===== src/rtl/diag_pkg.sv =====
// Constants, types and record layout of the output module diagnostic record
package diag_pkg;

  // ****************************************
  // Access numbers
  // ****************************************
  localparam logic [7:0]  REC_FULL    = 8'h01;   // Record set, whole record
  localparam logic [7:0]  REC_HEAD    = 8'h00;   // Record set, first bytes only
  localparam logic [15:0] CAN_FULL    = 16'h2f01; // CANopen index, whole record
  localparam logic [15:0] CAN_HEAD    = 16'h2f00; // CANopen index, first bytes
  localparam logic [15:0] ECAT_INDEX  = 16'h5005; // EtherCAT object index
  localparam logic [7:0]  SX_FIRST    = 8'h02;   // Subindex of first byte item
  localparam logic [7:0]  SX_LAST     = 8'h11;   // Subindex of last byte item
  localparam logic [7:0]  SX_TICK     = 8'h13;   // Subindex of ticker snapshot

  // ****************************************
  // Record layout (lengths and byte positions)
  // ****************************************
  localparam int          REC_BYTES   = 20;      // Whole record length
  localparam logic [4:0]  LEN_FULL    = 5'h14;   // Whole record length, sized
  localparam logic [4:0]  LEN_HEAD    = 5'h04;   // Head part length
  localparam logic [4:0]  LEN_ITEM    = 5'h01;   // One byte item
  localparam logic [4:0]  LEN_TICK    = 5'h04;   // Ticker item length
  localparam logic [4:0]  POS_MODINFO = 5'h01;   // module_class_info
  localparam logic [4:0]  POS_CHKIND  = 5'h04;   // channel_kind
  localparam logic [4:0]  POS_DBITS   = 5'h05;   // diag_bits_per_channel
  localparam logic [4:0]  POS_CHCNT   = 5'h06;   // channel_count
  localparam logic [4:0]  POS_RESERVED_CHANNEL_ERROR   = 5'h08;   // First per-channel byte
  localparam int          NUM_RESERVED_CHANNEL_ERROR   = 8;       // Per-channel reserved bytes
  localparam logic [4:0]  POS_TICK    = 5'h10;   // First ticker byte (MSB)

  // ****************************************
  // Field values
  // ****************************************
  localparam logic [3:0]  MOD_CLASS_DIG = 4'hf;  // Digital module class
  localparam int          MOD_CHINFO_BIT = 4;    // Channel info present flag
  localparam logic [7:0]  MODINFO_RST = 8'h1f;   // module_class_info value
  localparam logic [6:0]  CHKIND_DO   = 7'h72;   // Digital output type
  localparam logic [7:0]  DBITS_RST   = 8'h00;   // No per-channel diag bits
  localparam logic [7:0]  CHCNT_RST   = 8'h04;   // Four output channels
  localparam logic [7:0]  RSVD_BYTE   = 8'h00;   // Reserved bytes read zero
  localparam logic [31:0] TICK_RST    = 32'h0000_0000; // Ticker reset value

  // ****************************************
  // Timing
  // ****************************************
  localparam int          CLK_NS      = 40;      // ref_clk period
  localparam int          TICK_NS     = 1000;    // One microsecond
  localparam int          TICK_DIV    = TICK_NS / CLK_NS; // Cycles per tick

  // ****************************************
  // Types
  // ****************************************
  typedef enum logic [1:0] {
    PATH_RECORD,                                 // CPU / fieldbus record set
    PATH_CANOPEN,                                // CANopen object index
    PATH_ETHERCAT                                // EtherCAT index/subindex
  } path_t;

  typedef struct packed {
    logic       write;                           // Write attempt
    path_t      path;                            // Access path
    logic [15:0] index;                          // Record number or index
    logic [7:0] sub;                             // EtherCAT subindex
    logic [4:0] offs;                            // Byte within the item
  } diag_req_t;

  typedef struct packed {
    logic       err;                             // Refused or unmapped
    logic [4:0] len;                             // Length of addressed item
    logic [7:0] data;                            // Returned byte
  } diag_rsp_t;

endpackage


===== src/rtl/tick_snapshot.sv =====
// Microsecond ticker with a coherent 32-bit snapshot register
`timescale 1ns/1ps
module tick_snapshot import diag_pkg::*; #(
  parameter int DIV = TICK_DIV                   // Clock cycles per microsecond
) (
  input  wire logic        ref_clk,              // 25 MHz clock
  input  wire logic        rst,                  // Async reset, active high
  input  wire logic        capture,              // Take a snapshot this edge
  output logic [31:0]      tick_now,             // Running ticker
  output logic [31:0]      snap                  // Held snapshot
);

  // ****************************************
  // State
  // ****************************************
  logic [7:0]  pre_q, pre_d;                     // Prescaler
  logic [31:0] tick_q, tick_d;                   // Microsecond count
  logic [31:0] snap_q, snap_d;                   // Snapshot copy

  // Next values: prescaler wraps, ticker steps, snapshot on demand
  always_comb begin
    pre_d  = pre_q + 8'h01;
    tick_d = tick_q;
    snap_d = snap_q;
    if (pre_q == 8'(DIV - 1)) begin
      pre_d  = 8'h00;
      tick_d = tick_q + 32'h0000_0001;
    end
    // All 32 bits copied on one edge, never byte by byte
    if (capture) begin
      snap_d = tick_q;
    end
  end

  // Registers
  always_ff @(posedge ref_clk or posedge rst) begin
    if (rst) begin
      pre_q  <= 8'h00;
      tick_q <= TICK_RST;
      snap_q <= TICK_RST;
    end else begin
      pre_q  <= pre_d;
      tick_q <= tick_d;
      snap_q <= snap_d;
    end
  end

  assign tick_now = tick_q;
  assign snap     = snap_q;

endmodule


===== src/rtl/output_module_diag_record.sv =====
// Diagnostic record server of the four-channel digital output module
`timescale 1ns/1ps
module output_module_diag_record import diag_pkg::*; #(
  parameter logic [7:0] NUM_CHANNELS = CHCNT_RST, // Output channel count
  parameter int         DIV          = TICK_DIV   // Cycles per microsecond
) (
  input  wire logic      ref_clk,                // 25 MHz clock
  input  wire logic      rst,                    // Async reset, active high
  input  wire logic      req_valid,              // Request offered
  input  diag_req_t      req,                    // Request fields
  output logic           req_ready,              // Request taken when high
  output logic           rsp_valid,              // Answer present, one cycle
  output diag_rsp_t      rsp,                    // Answer fields
  output logic [31:0]    tick_now                // Running microsecond ticker
);

  // ****************************************
  // Sequencer states
  // ****************************************
  typedef enum logic [1:0] {
    ST_IDLE,                                     // Waiting for a request
    ST_LOOKUP,                                   // Request settled, capture and fetch
    ST_REPLY                                     // Answer on the port
  } state_t;

  state_t      state_q, state_d;                 // Sequencer state
  diag_req_t   req_q, req_d;                     // Latched request
  diag_rsp_t   rsp_q, rsp_d;                     // Registered answer
  diag_rsp_t   rsp_fill;                         // Fetched answer

  // ****************************************
  // Decode wires
  // ****************************************
  logic        take;                             // Request accepted
  logic        capture;                          // Record generation event
  logic        hit;                              // Address maps to the record
  logic        full_item;                        // Whole record addressed
  logic [4:0]  base;                             // First record byte of item
  logic [4:0]  len;                              // Item length in bytes
  logic [4:0]  pos;                              // Record byte selected
  logic [31:0] snap;                             // Held ticker snapshot
  logic [31:0] snap_view;                        // Snapshot as the record shows it
  logic        refuse;                           // Write, unmapped or out of range
  logic [7:0]  rec [REC_BYTES];                  // Record image

  // ****************************************
  // Ticker and snapshot
  // ****************************************
  // Ticker runs freely; the snapshot follows capture
  tick_snapshot #(
    .DIV (DIV)
  ) u_tick (
    .ref_clk  (ref_clk),
    .rst      (rst),
    .capture  (capture),
    .tick_now (tick_now),
    .snap     (snap)
  );

  // ****************************************
  // Record image
  // ****************************************

  // A generating read sees the sample taken on its own capture edge
  always_comb begin
    // Otherwise the sample held from the last generation
    snap_view = snap;
    if (capture) begin
      snap_view = tick_now;
    end
  end

  // Build each byte of the record from constants and the snapshot
  always_comb begin
    // Reserved bytes default to zero
    for (int i = 0; i < REC_BYTES; i++) begin
      rec[i] = RSVD_BYTE;
    end
    // Class nibble plus channel-info flag, upper bits reserved
    rec[POS_MODINFO]                 = {3'b000, 1'b1, MOD_CLASS_DIG};
    // Channel information flag
    rec[POS_MODINFO][MOD_CHINFO_BIT] = MODINFO_RST[MOD_CHINFO_BIT];
    // Channel type, top bit fixed low
    rec[POS_CHKIND] = {1'b0, CHKIND_DO};
    // No per-channel diagnostic bits
    rec[POS_DBITS]  = DBITS_RST;
    // Number of output channels
    rec[POS_CHCNT]  = NUM_CHANNELS;
    // Snapshot, most significant byte first
    rec[POS_TICK]        = snap_view[31:24];
    rec[POS_TICK + 5'd1] = snap_view[23:16];
    rec[POS_TICK + 5'd2] = snap_view[15:8];
    rec[POS_TICK + 5'd3] = snap_view[7:0];
  end

  // ****************************************
  // Address decode
  // ****************************************

  // Map path and number to an item of the record
  always_comb begin
    hit       = 1'b0;
    full_item = 1'b0;
    base      = 5'h00;
    len       = 5'h00;
    case (req_q.path)
      PATH_RECORD: begin
        // Record set numbers
        if (req_q.index[7:0] == REC_FULL && req_q.index[15:8] == 8'h00) begin
          // Whole record
          hit       = 1'b1;
          full_item = 1'b1;
          len       = LEN_FULL;
        end else if (req_q.index == {8'h00, REC_HEAD}) begin
          // First four bytes only
          hit = 1'b1;
          len = LEN_HEAD;
        end
      end
      PATH_CANOPEN: begin
        // CANopen object indices
        if (req_q.index == CAN_FULL) begin
          // Whole record
          hit       = 1'b1;
          full_item = 1'b1;
          len       = LEN_FULL;
        end else if (req_q.index == CAN_HEAD) begin
          // First four bytes only
          hit = 1'b1;
          len = LEN_HEAD;
        end
      end
      PATH_ETHERCAT: begin
        // One subindex per item under one object
        if (req_q.index == ECAT_INDEX) begin
          if (req_q.sub >= SX_FIRST && req_q.sub <= SX_LAST) begin
            // Single byte items
            hit  = 1'b1;
            base = 5'(req_q.sub - SX_FIRST);
            len  = LEN_ITEM;
          end else if (req_q.sub == SX_TICK) begin
            // Four-byte ticker item
            hit  = 1'b1;
            base = POS_TICK;
            len  = LEN_TICK;
          end
        end
      end
      default: begin
        // Unused path code
        hit = 1'b0;
      end
    endcase
  end

  // Byte within the record
  assign pos = base + req_q.offs;

  // ****************************************
  // Generation event
  // ****************************************

  // A read that starts the whole record or the ticker item generates it
  always_comb begin
    capture = 1'b0;
    if (state_q == ST_LOOKUP && !req_q.write && req_q.offs == 5'h00) begin
      // Only the opening byte of the whole record or the ticker item
      if (hit && (full_item || base == POS_TICK)) begin
        capture = 1'b1;
      end
    end
  end

  // ****************************************
  // Handshake
  // ****************************************

  // Taken only while idle; no alarm path exists, answers only follow requests
  assign req_ready = (state_q == ST_IDLE);
  assign take      = req_valid && req_ready;
  // Pulse only in the reply state
  assign rsp_valid = (state_q == ST_REPLY);
  // Answer straight from its register
  assign rsp       = rsp_q;

  // ****************************************
  // Sequencer next state
  // ****************************************

  // Idle, lookup, reply, back to idle
  always_comb begin
    state_d = state_q;
    req_d   = req_q;
    case (state_q)
      ST_IDLE: begin
        // Latch the request
        if (take) begin
          req_d   = req;
          state_d = ST_LOOKUP;
        end
      end
      ST_LOOKUP: begin
        // Snapshot is taken on this edge, and the answer is loaded on the same edge
        state_d = ST_REPLY;
      end
      ST_REPLY: begin
        // Answer stands one cycle
        state_d = ST_IDLE;
      end
      default: begin
        state_d = ST_IDLE;
      end
    endcase
  end

  // ****************************************
  // Refusal
  // ****************************************

  // Writes, unmapped numbers and bytes past the item end are refused
  always_comb begin
    refuse = 1'b0;
    if (req_q.write) begin
      // Every field is read-only; nothing is stored
      refuse = 1'b1;
    end else if (!hit) begin
      // Number or subindex outside the record
      refuse = 1'b1;
    end else if (req_q.offs >= len) begin
      // Byte beyond the end of the addressed item
      refuse = 1'b1;
    end
  end

  // ****************************************
  // Answer formation
  // ****************************************

  // Fetched answer; refused requests read zero, length still reported
  always_comb begin
    rsp_fill.err  = refuse;
    rsp_fill.len  = len;
    rsp_fill.data = RSVD_BYTE;
    if (!refuse) begin
      // In range: byte of the record image
      rsp_fill.data = rec[pos];
    end
  end

  // Next answer: loaded as lookup ends, held between pulses
  always_comb begin
    // Hold the last answer
    rsp_d = rsp_q;
    if (state_q == ST_LOOKUP) begin
      // Snapshot of this request already in the record image
      rsp_d = rsp_fill;
    end
  end

  // ****************************************
  // Registers
  // ****************************************

  // Sequencer and request latch
  always_ff @(posedge ref_clk or posedge rst) begin
    if (rst) begin
      // Idle with an empty request after reset
      state_q <= ST_IDLE;
      req_q   <= '0;
    end else begin
      // Next state and latched request
      state_q <= state_d;
      req_q   <= req_d;
    end
  end

  // Answer register
  always_ff @(posedge ref_clk or posedge rst) begin
    if (rst) begin
      // Empty answer after reset
      rsp_q <= '0;
    end else begin
      // Next answer or held value
      rsp_q <= rsp_d;
    end
  end

endmodule


===== config.mk =====
export PLATFORM = sky130hd
export DESIGN_NAME = output_module_diag_record
export DESIGN_NICKNAME = d
export VERILOG_FILES = /design/src/rtl/diag_pkg.sv /design/src/rtl/tick_snapshot.sv /design/src/rtl/output_module_diag_record.sv
export SDC_FILE = /design/constraint.sdc
export NUM_CORES = 1
export LEC_CHECK = 0
export BUFFER_PORTS_ARGS = -buffer_cell sky130_fd_sc_hd__buf_2
export CAP_MARGIN = 20
export CORE_MARGIN = 1.5
export CORE_UTILIZATION = 37
export DETAILED_ROUTE_END_ITERATION = 7
export PLACE_DENSITY_LB_ADDON = 0.1
export SKIP_CTS_REPAIR_TIMING = 1
export SLEW_MARGIN = 10
export SYNTH_ARGS = -nofsm -noshare
export SYNTH_HDL_FRONTEND = slang
export SYNTH_SLANG_ARGS = --single-unit

===== constraint.sdc =====
create_clock -name ref_clk -period 5.8 [get_ports ref_clk]
set_input_delay 0.58 -clock ref_clk [delete_from_list [all_inputs] [get_ports ref_clk]]
set_output_delay 0.58 -clock ref_clk [all_outputs]
set_load 0.05 [all_outputs]

==> impl_metrics.csv, run 1 <==
group,metric,value,unit
route,drtIter0Drc,224,
synth,synth-edff-count,0,
synth,synth_sequential_area_ratio,51.54,%
critical_path,crit_buf_inv,1,
critical_path,crit_arrival,4.23,ns
pwr,clkPwrFrac,47.1,%
placed_design,hpwl,9.480,mm
pwr,p_sw_share,25.84,%
pwr,power.leakage,3.340,nW
route,avgViaCountPerCell,5.143,
pwr,p_seq_share,41.0,%
critical_path,crit_family,"simple AND/OR/NAND/NOR gates",
placed_design,gp_congestion,0.7938,
critical_path,cpPeakStageDelay,0.44,ns
critical_path,crit_cells,13,
clock_network,tritoncts,"yes",
critical_path,cp_cell_sequence,"nor4_1 > nand4_1 > nor2_1 > nand2_1 > inv_1 > ha_1 > or3b_1 > a211o_1 > a2111oi_0 > o21ai_1 > nand3b_1 > a221o_1 > o21ai_1",
timing,fin_hold_ws,0.3312,ns
timing,rsz0062_at_grt,"false",
critical_path,critical_path.startpoint,"req_q[24]",
cells_and_area,register_area,2953,sq um
critical_path,reg2reg_depth,13,
die,die_h,127.4,um
clock_network,clk_pin_slew,0.05,ns
die,io_pins,83,
cells_and_area,fillCellCount,1434,
pwr,power_density,331.4,nW/um^2
timing,setup_viol,0,
timing,worst_pin_slew,0.8877,ns
route,first_pass_iters,4,
pwr,pwr-share-comb,11.9,%
critical_path,cp_common_cell,"o21ai_1",
synth,ys_warn_count,0,
critical_path,r2r_setup_slack,1.92,ns
cells_and_area,nets,650,
route,wirelength,13.49,mm
cells_and_area,antennaDiodeCount,0,
die,start_util,37.83,%
pwr,max-vdd-ir-drop,0.2055,mV
clock_network,ctsLongestPathBuffers,2,
critical_path,crit_fanout,7,
timing,hold_violations,0,
grt,grt_pass1_wl,22.61,mm
timing,slew_viol_final,0,
timing,fin_crit_sh,66.98,%
critical_path,crit_slowest_cell,"nor4_1",
clock_network,clk_latency,0.42,ns
critical_path,critPathRequiredTime,6.14,ns
clock_network,cts_buffers,17,
route,drcViolationCount,0,
timing,period_needed,3.885,ns
timing,fin_tns_setup,0,ns
job,max-cap-violations,0,
synth,ys_types,63,
synth,ys_seq_elements,118,
synth,synth_area,5729,sq um
clock_network,root_buffer,"clkbuf_16",
route,routedWlPerCell,16.79,um
pwr,power.internal,1.696,mW
grt,antenna_found_initial,0,
synth,netlist_instances,520,
critical_path,reg2reg_to,"rsp[0]",
critical_path,end_kind,"flop",
synth,synthFlopType,"dfrtp_1",
cells_and_area,final_common_cell,"dfrtp_1",
synth,async_flop_share,100.0,%
cells_and_area,multi_input_area,2613,sq um
timing,timing.fmax,257.4,MHz
run_status,status,"finished clean",
timing,relSlewSlack,40.82,%
pwr,p_sw,590.8,uW
pwr,total_power,2.286,mW
route,ant_nets,0,
die,die-area,16240,sq um
synth,syn_area_per_cell,11.02,sq um
critical_path,path_class,"flop to flop",
cells_and_area,drive_above_1_share,27.32,%
die,die-width,127.4,um
cells_and_area,synthToLayoutAreaGrowth,20.42,%
min_path,hold_path.class,"primary input to asynchronous set/reset pin",
grt,grt_max_degree,71,
grt,gr-total-overflow,0,
clock_network,htreeDepth,4,
cells_and_area,mostFrequentLayoutCells,"dfrtp_1 (118), nand2_1 (93), buf_2 (80)",
grt,grt_pass1_vias,4198,
critical_path,cp-start-kind,"flop",
placed_design,port_buffers,80,
route,vias,4130,
timing,skew,0.009232,ns
grt,track_usage,18.31,%
clock_network,clkSinkCount,118,
die,core_area,15150,sq um
critical_path,reg2reg_from,"req_q[24]",
die,num_rows,45,
==> stage by stage <==
stage | std cells | area, sq um | util, % | setup WS (ns)
5_1_grt | 803 | 6899 | 45.55 | 1.378
6_report | 803 | 6899 | 45.55 | 1.915
3_5_place_dp | 772 | 6294 | 41.55 | 1.926
3_3_place_gp | 772 | 6294 | 41.55 | 2.004
2_1_floorplan | 521 | 5733 | - | 2.091
4_1_cts | 803 | 6899 | 45.55 | 1.902
==> Yosys cell counts, types with 5 or more instances <==
cell / number / area (sq um)
dfrtp_1: 118 / 2953
nand2_1: 93 / 349.1
mux2_2: 33 / 371.6
nor2_1: 31 / 116.4
xnor2_1: 31 / 271.5
inv_1: 18 / 67.56
nand3_1: 14 / 70.07
o21ai_0: 14 / 70.07
clkbuf_1: 13 / 48.80
xor2_1: 13 / 113.9
ha_1: 11 / 137.6
nand4_1: 10 / 62.56
and3_1: 9 / 56.30
mux4_2: 9 / 202.7
mux2i_1: 8 / 80.08
nor3_1: 6 / 30.03
o211ai_1: 6 / 45.04
a211oi_1: 5 / 37.54
o21ai_1: 5 / 25.02
==> cell families (layout without fill, tap and decap cells) <==
group | count (synthesis) | count (layout) | synth area share [%]
fa+ha+maj | 12 | 12 | 2.752
simple gates | 196 | 196 | 16.66
mux | 50 | 50 | 11.42
compound gates | 61 | 61 | 7.906
flops | 118 | 118 | 51.54
buf+inv | 38 | 132 | 2.926
other cells | 1 | 2 | 0.06545
xor+xnor | 44 | 44 | 6.726
==> power by group through the flow <==
stage	Clock [mW]	Combinational [mW]	Sequential, mW
after global routing	1.14	0.306	0.947
after CTS	1.10	0.278	0.938
after global placement	0	0.276	0.948
final	1.08	0.273	0.937
after detailed placement	0	0.276	0.951
after floorplan	0	0.214	0.933
==> layer usage <==
layer	global-route usage [%]	wire length (um)
met4	7.620	232
met5	0	0
met3	4.020	542
met1	25.66	6618
met2	27.47	6092
==> worst register-to-register path: cells and delay by family, from the launching register on <==
family | cells | cell delay [ns]
AOI/OAI and AO/OA | 5 | 1.41
adders and majority gates | 1 | 0.21
buffers and inverters | 1 | 0.08
DFF | 1 | 0.38
and+or+nand+nor | 6 | 1.72
==> how the worst max path moves through the flow <==
stage / endpoint
final: rsp[0]
after global routing: rsp[0]
after CTS: rsp[0]
after detailed placement: rsp[0]
after global placement: rsp[0]
after floorplan: req_q[0]
==> registers in the layout, summed over array words and instances, names as in the netlist <==
signal,count
u_tick.snap,32
u_tick.pre_q,8
req_q,32
state_q,2
u_tick.tick_now,32
rsp,12
==> cell type report <==
| class | count | share of cell area, % |
|---|---|---|
| sequential | 118 | 42.80 |
| multi-input combinational | 365 | 37.87 |
| clock buffer | 19 | 6.565 |
| timing repair buffer | 83 | 6.130 |
| tap | 188 | 3.410 |
| clock inverter | 12 | 2.213 |
| inverter | 18 | 1.016 |
Power figures use the tool's default switching activity.
==> run 2, diff against run 1 <==
- ABC_AREA: default -> 1
- clock period: 5.8 -> 3.1 ns (I/O delays scaled with it)
==> impl_metrics.csv, run 2 <==
group,metric,value,unit
run_status,status,"finished clean",
critical_path,cpPeakStageDelay,0.41,ns
cells_and_area,synthToLayoutAreaGrowth,21.73,%
route,ant_nets,0,
placed_design,gp_congestion,0.8610,
synth,ys_seq_elements,118,
critical_path,crit_arrival,3.07,ns
synth,synth-edff-count,0,
route,routedWlPerCell,13.60,um
critical_path,critPathRequiredTime,3.40,ns
grt,grt_max_degree,51,
synth,synth.most_common_cell,"nand2_1",
synth,netlist_instances,764,
timing,fin_crit_sh,89.15,%
placed_design,port_buffers,80,
critical_path,crit_slowest_cell,"dfrtp_1",
clock_network,clkSinkCount,118,
synth,synthFlopType,"dfrtp_1",
critical_path,cp_cell_sequence,"inv_1 > nand3_1 > nand2_1 > nor2_1 > nand2_1 > nor2_1 > ha_1 > fa_1 > nand3_1 > nand2_1 > xor2_1 > xor2_1 > o21ai_0 > nand2_1 > o21ai_0 > nand2_1 > nand2_1",
timing,rsz0062_at_grt,"false",
timing,worst_pin_slew,0.8063,ns
synth,synth_area_leaders,"dfrtp_1 (48%), nand2_1 (14%), inv_1 (8.6%), xor2_1 (4.9%), nor2_1 (3.1%)",
timing,slew_viol_final,0,
cells_and_area,nets,903,
timing,skew,0.007623,ns
critical_path,end_kind,"flop",
synth,ys_warn_count,0,
cells_and_area,finalInstanceArea,7423,sq um
cells_and_area,antennaDiodeCount,0,
critical_path,cp-start-kind,"flop",
grt,track_usage,18.02,%
job,max-cap-violations,0,
pwr,max-vdd-ir-drop,0.4000,mV
timing,relSlewSlack,46.13,%
timing,hold_violations,0,
clock_network,htreeDepth,4,
synth,syn_area_per_cell,7.982,sq um
synth,synth_sequential_area_ratio,48.42,%
clock_network,root_buffer,"clkbuf_16",
critical_path,cp_common_cell,"nand2_1",
route,first_pass_iters,4,
synth,synth_area,6098,sq um
pwr,power_density,590.8,nW/um^2
critical_path,path_class,"flop to flop",
grt,grt_pass1_wl,24.89,mm
die,core_area,16000,sq um
die,start_util,38.11,%
die,die-area,17260,sq um
timing,fin_tns_setup,0,ns
route,avgViaCountPerCell,4.610,
route,vias,4997,
critical_path,crit_fanout,6,
timing,period_needed,2.764,ns
clock_network,clk_latency,0.42,ns
synth,async_flop_share,100.0,%
grt,antenna_found_initial,0,
clock_network,clk_pin_slew,0.05,ns
cells_and_area,final_common_cell,"nand2_1",
pwr,power.leakage,4.192,nW
timing,setup_viol,0,
route,drcViolationCount,0,
die,io_pins,83,
placed_design,hpwl,10.99,mm
cells_and_area,drive_above_1_share,16.82,%
timing,timing.fmax,361.8,MHz
placed_design,pre_cts_slack,0.3957,ns
placed_design,placed_cell_area,6809,sq um
die,die-width,131.4,um
grt,gr-total-overflow,0,
route,drtIter0Drc,237,
timing,timing.final.ws_setup,0.3363,ns
clock_network,cts_buffers,17,
route,wirelength,14.75,mm
synth,netlist.area_leader.share,48.42,%
cells_and_area,mostFrequentLayoutCells,"nand2_1 (228), inv_1 (139), dfrtp_1 (118)",
die,die_h,131.4,um
synth,ys_types,34,
synth,synth_common_cells,"nand2_1 (228), inv_1 (140), dfrtp_1 (118)",
clock_network,ctsLongestPathBuffers,2,
synth,synth.largest_area_cell,"dfrtp_1",
die,num_rows,46,
grt,grt_pass1_vias,5000,
min_path,hold_path.class,"primary input to asynchronous set/reset pin",
clock_network,tritoncts,"yes",
## run 2: cell types whose count changed after synthesis, moves of 15 or more
cell     delta
nor2_1     +20
nand4_1    +16
inv_1     +122
xnor2_1    -27
o21ai_0    +15
mux2_2     -33
nand2_1   +135
nand3_1    +18
xor2_1     +21
## run 2: power by group
group / switching (mW) / internal [mW] / leakage (nW)
Sequential: 0.0835 / 1.65 / 1.58
Clock: 0.680 / 1.38 / 0.296
Combinational: 0.386 / 0.214 / 2.32
## run 2: worst max-delay path, delay by kind of cell (launching register included)
kind / cells / cell delay (ns)
simple gates: 10 / 0.86
xor+xnor: 2 / 0.38
compound gates: 2 / 0.24
fa+ha+maj: 2 / 0.62
buf+inv: 1 / 0.14
flops: 1 / 0.41
## run 2: path summary, 6_finish.rpt
path / start / end / slack [ns] / cells after the start
max: req_q[6] / rsp[4] / 0.34 / 17
min reg2reg: rsp[2] / rsp[2] / 0.47 / 2
max in group asynchronous: rst / rsp[6] / 2.33 / 3
min in group ref_clk: req[21] / req_q[21] / 0.09 / 3
max reg2reg: req_q[6] / rsp[4] / 0.34 / 17
min: rst / u_tick.pre_q[3] / 0.03 / 2
## run 2: logic make-up after synthesis
family / after synthesis / synth area share [%]
AND/OR/NAND/NOR: 376 / 28.09
buffers and inverters: 163 / 10.36
flip-flops: 118 / 48.42
AO/OA/AOI/OAI: 56 / 5.027
XOR/XNOR: 38 / 5.458
adder cells (fa/ha/maj): 12 / 2.585
other: 1 / 0.06149
## run 2: stage by stage
stage,hold slack (ns),power (mW),cells,util [%]
global placement,0.4606,2.347,1053,42.56
finish,0.03205,4.386,1084,46.40
CTS,0.07531,4.433,1084,46.40
detailed placement,0.4649,2.356,1053,42.56
global route,0.09614,4.597,1084,46.40
floorplan,0.4196,2.167,765,-
## run 2: layout make-up
type                    count  area, sq um
fillers                  1656         8577
flip-flops and latches    118         2953
multi-input cells         484         2517
inverters                 143        540.5
repair buffers             92        528.0
clock buffers              22        464.2
well taps                 216        270.3
clock inverters             9        150.1
## run 2: layer usage
metal / vias to the layer above / routed length, um / global-route usage (%) / share of wire [%]
li1: 2540 / - / - / -
met1: 2338 / 6832 / 23.48 / 46
met2: 100 / 7124 / 29.45 / 48
met3: 19 / 525 / 3.511 / 3.6
met5: - / 0 / 0 / 0
met4: 0 / 264 / 7.469 / 1.8
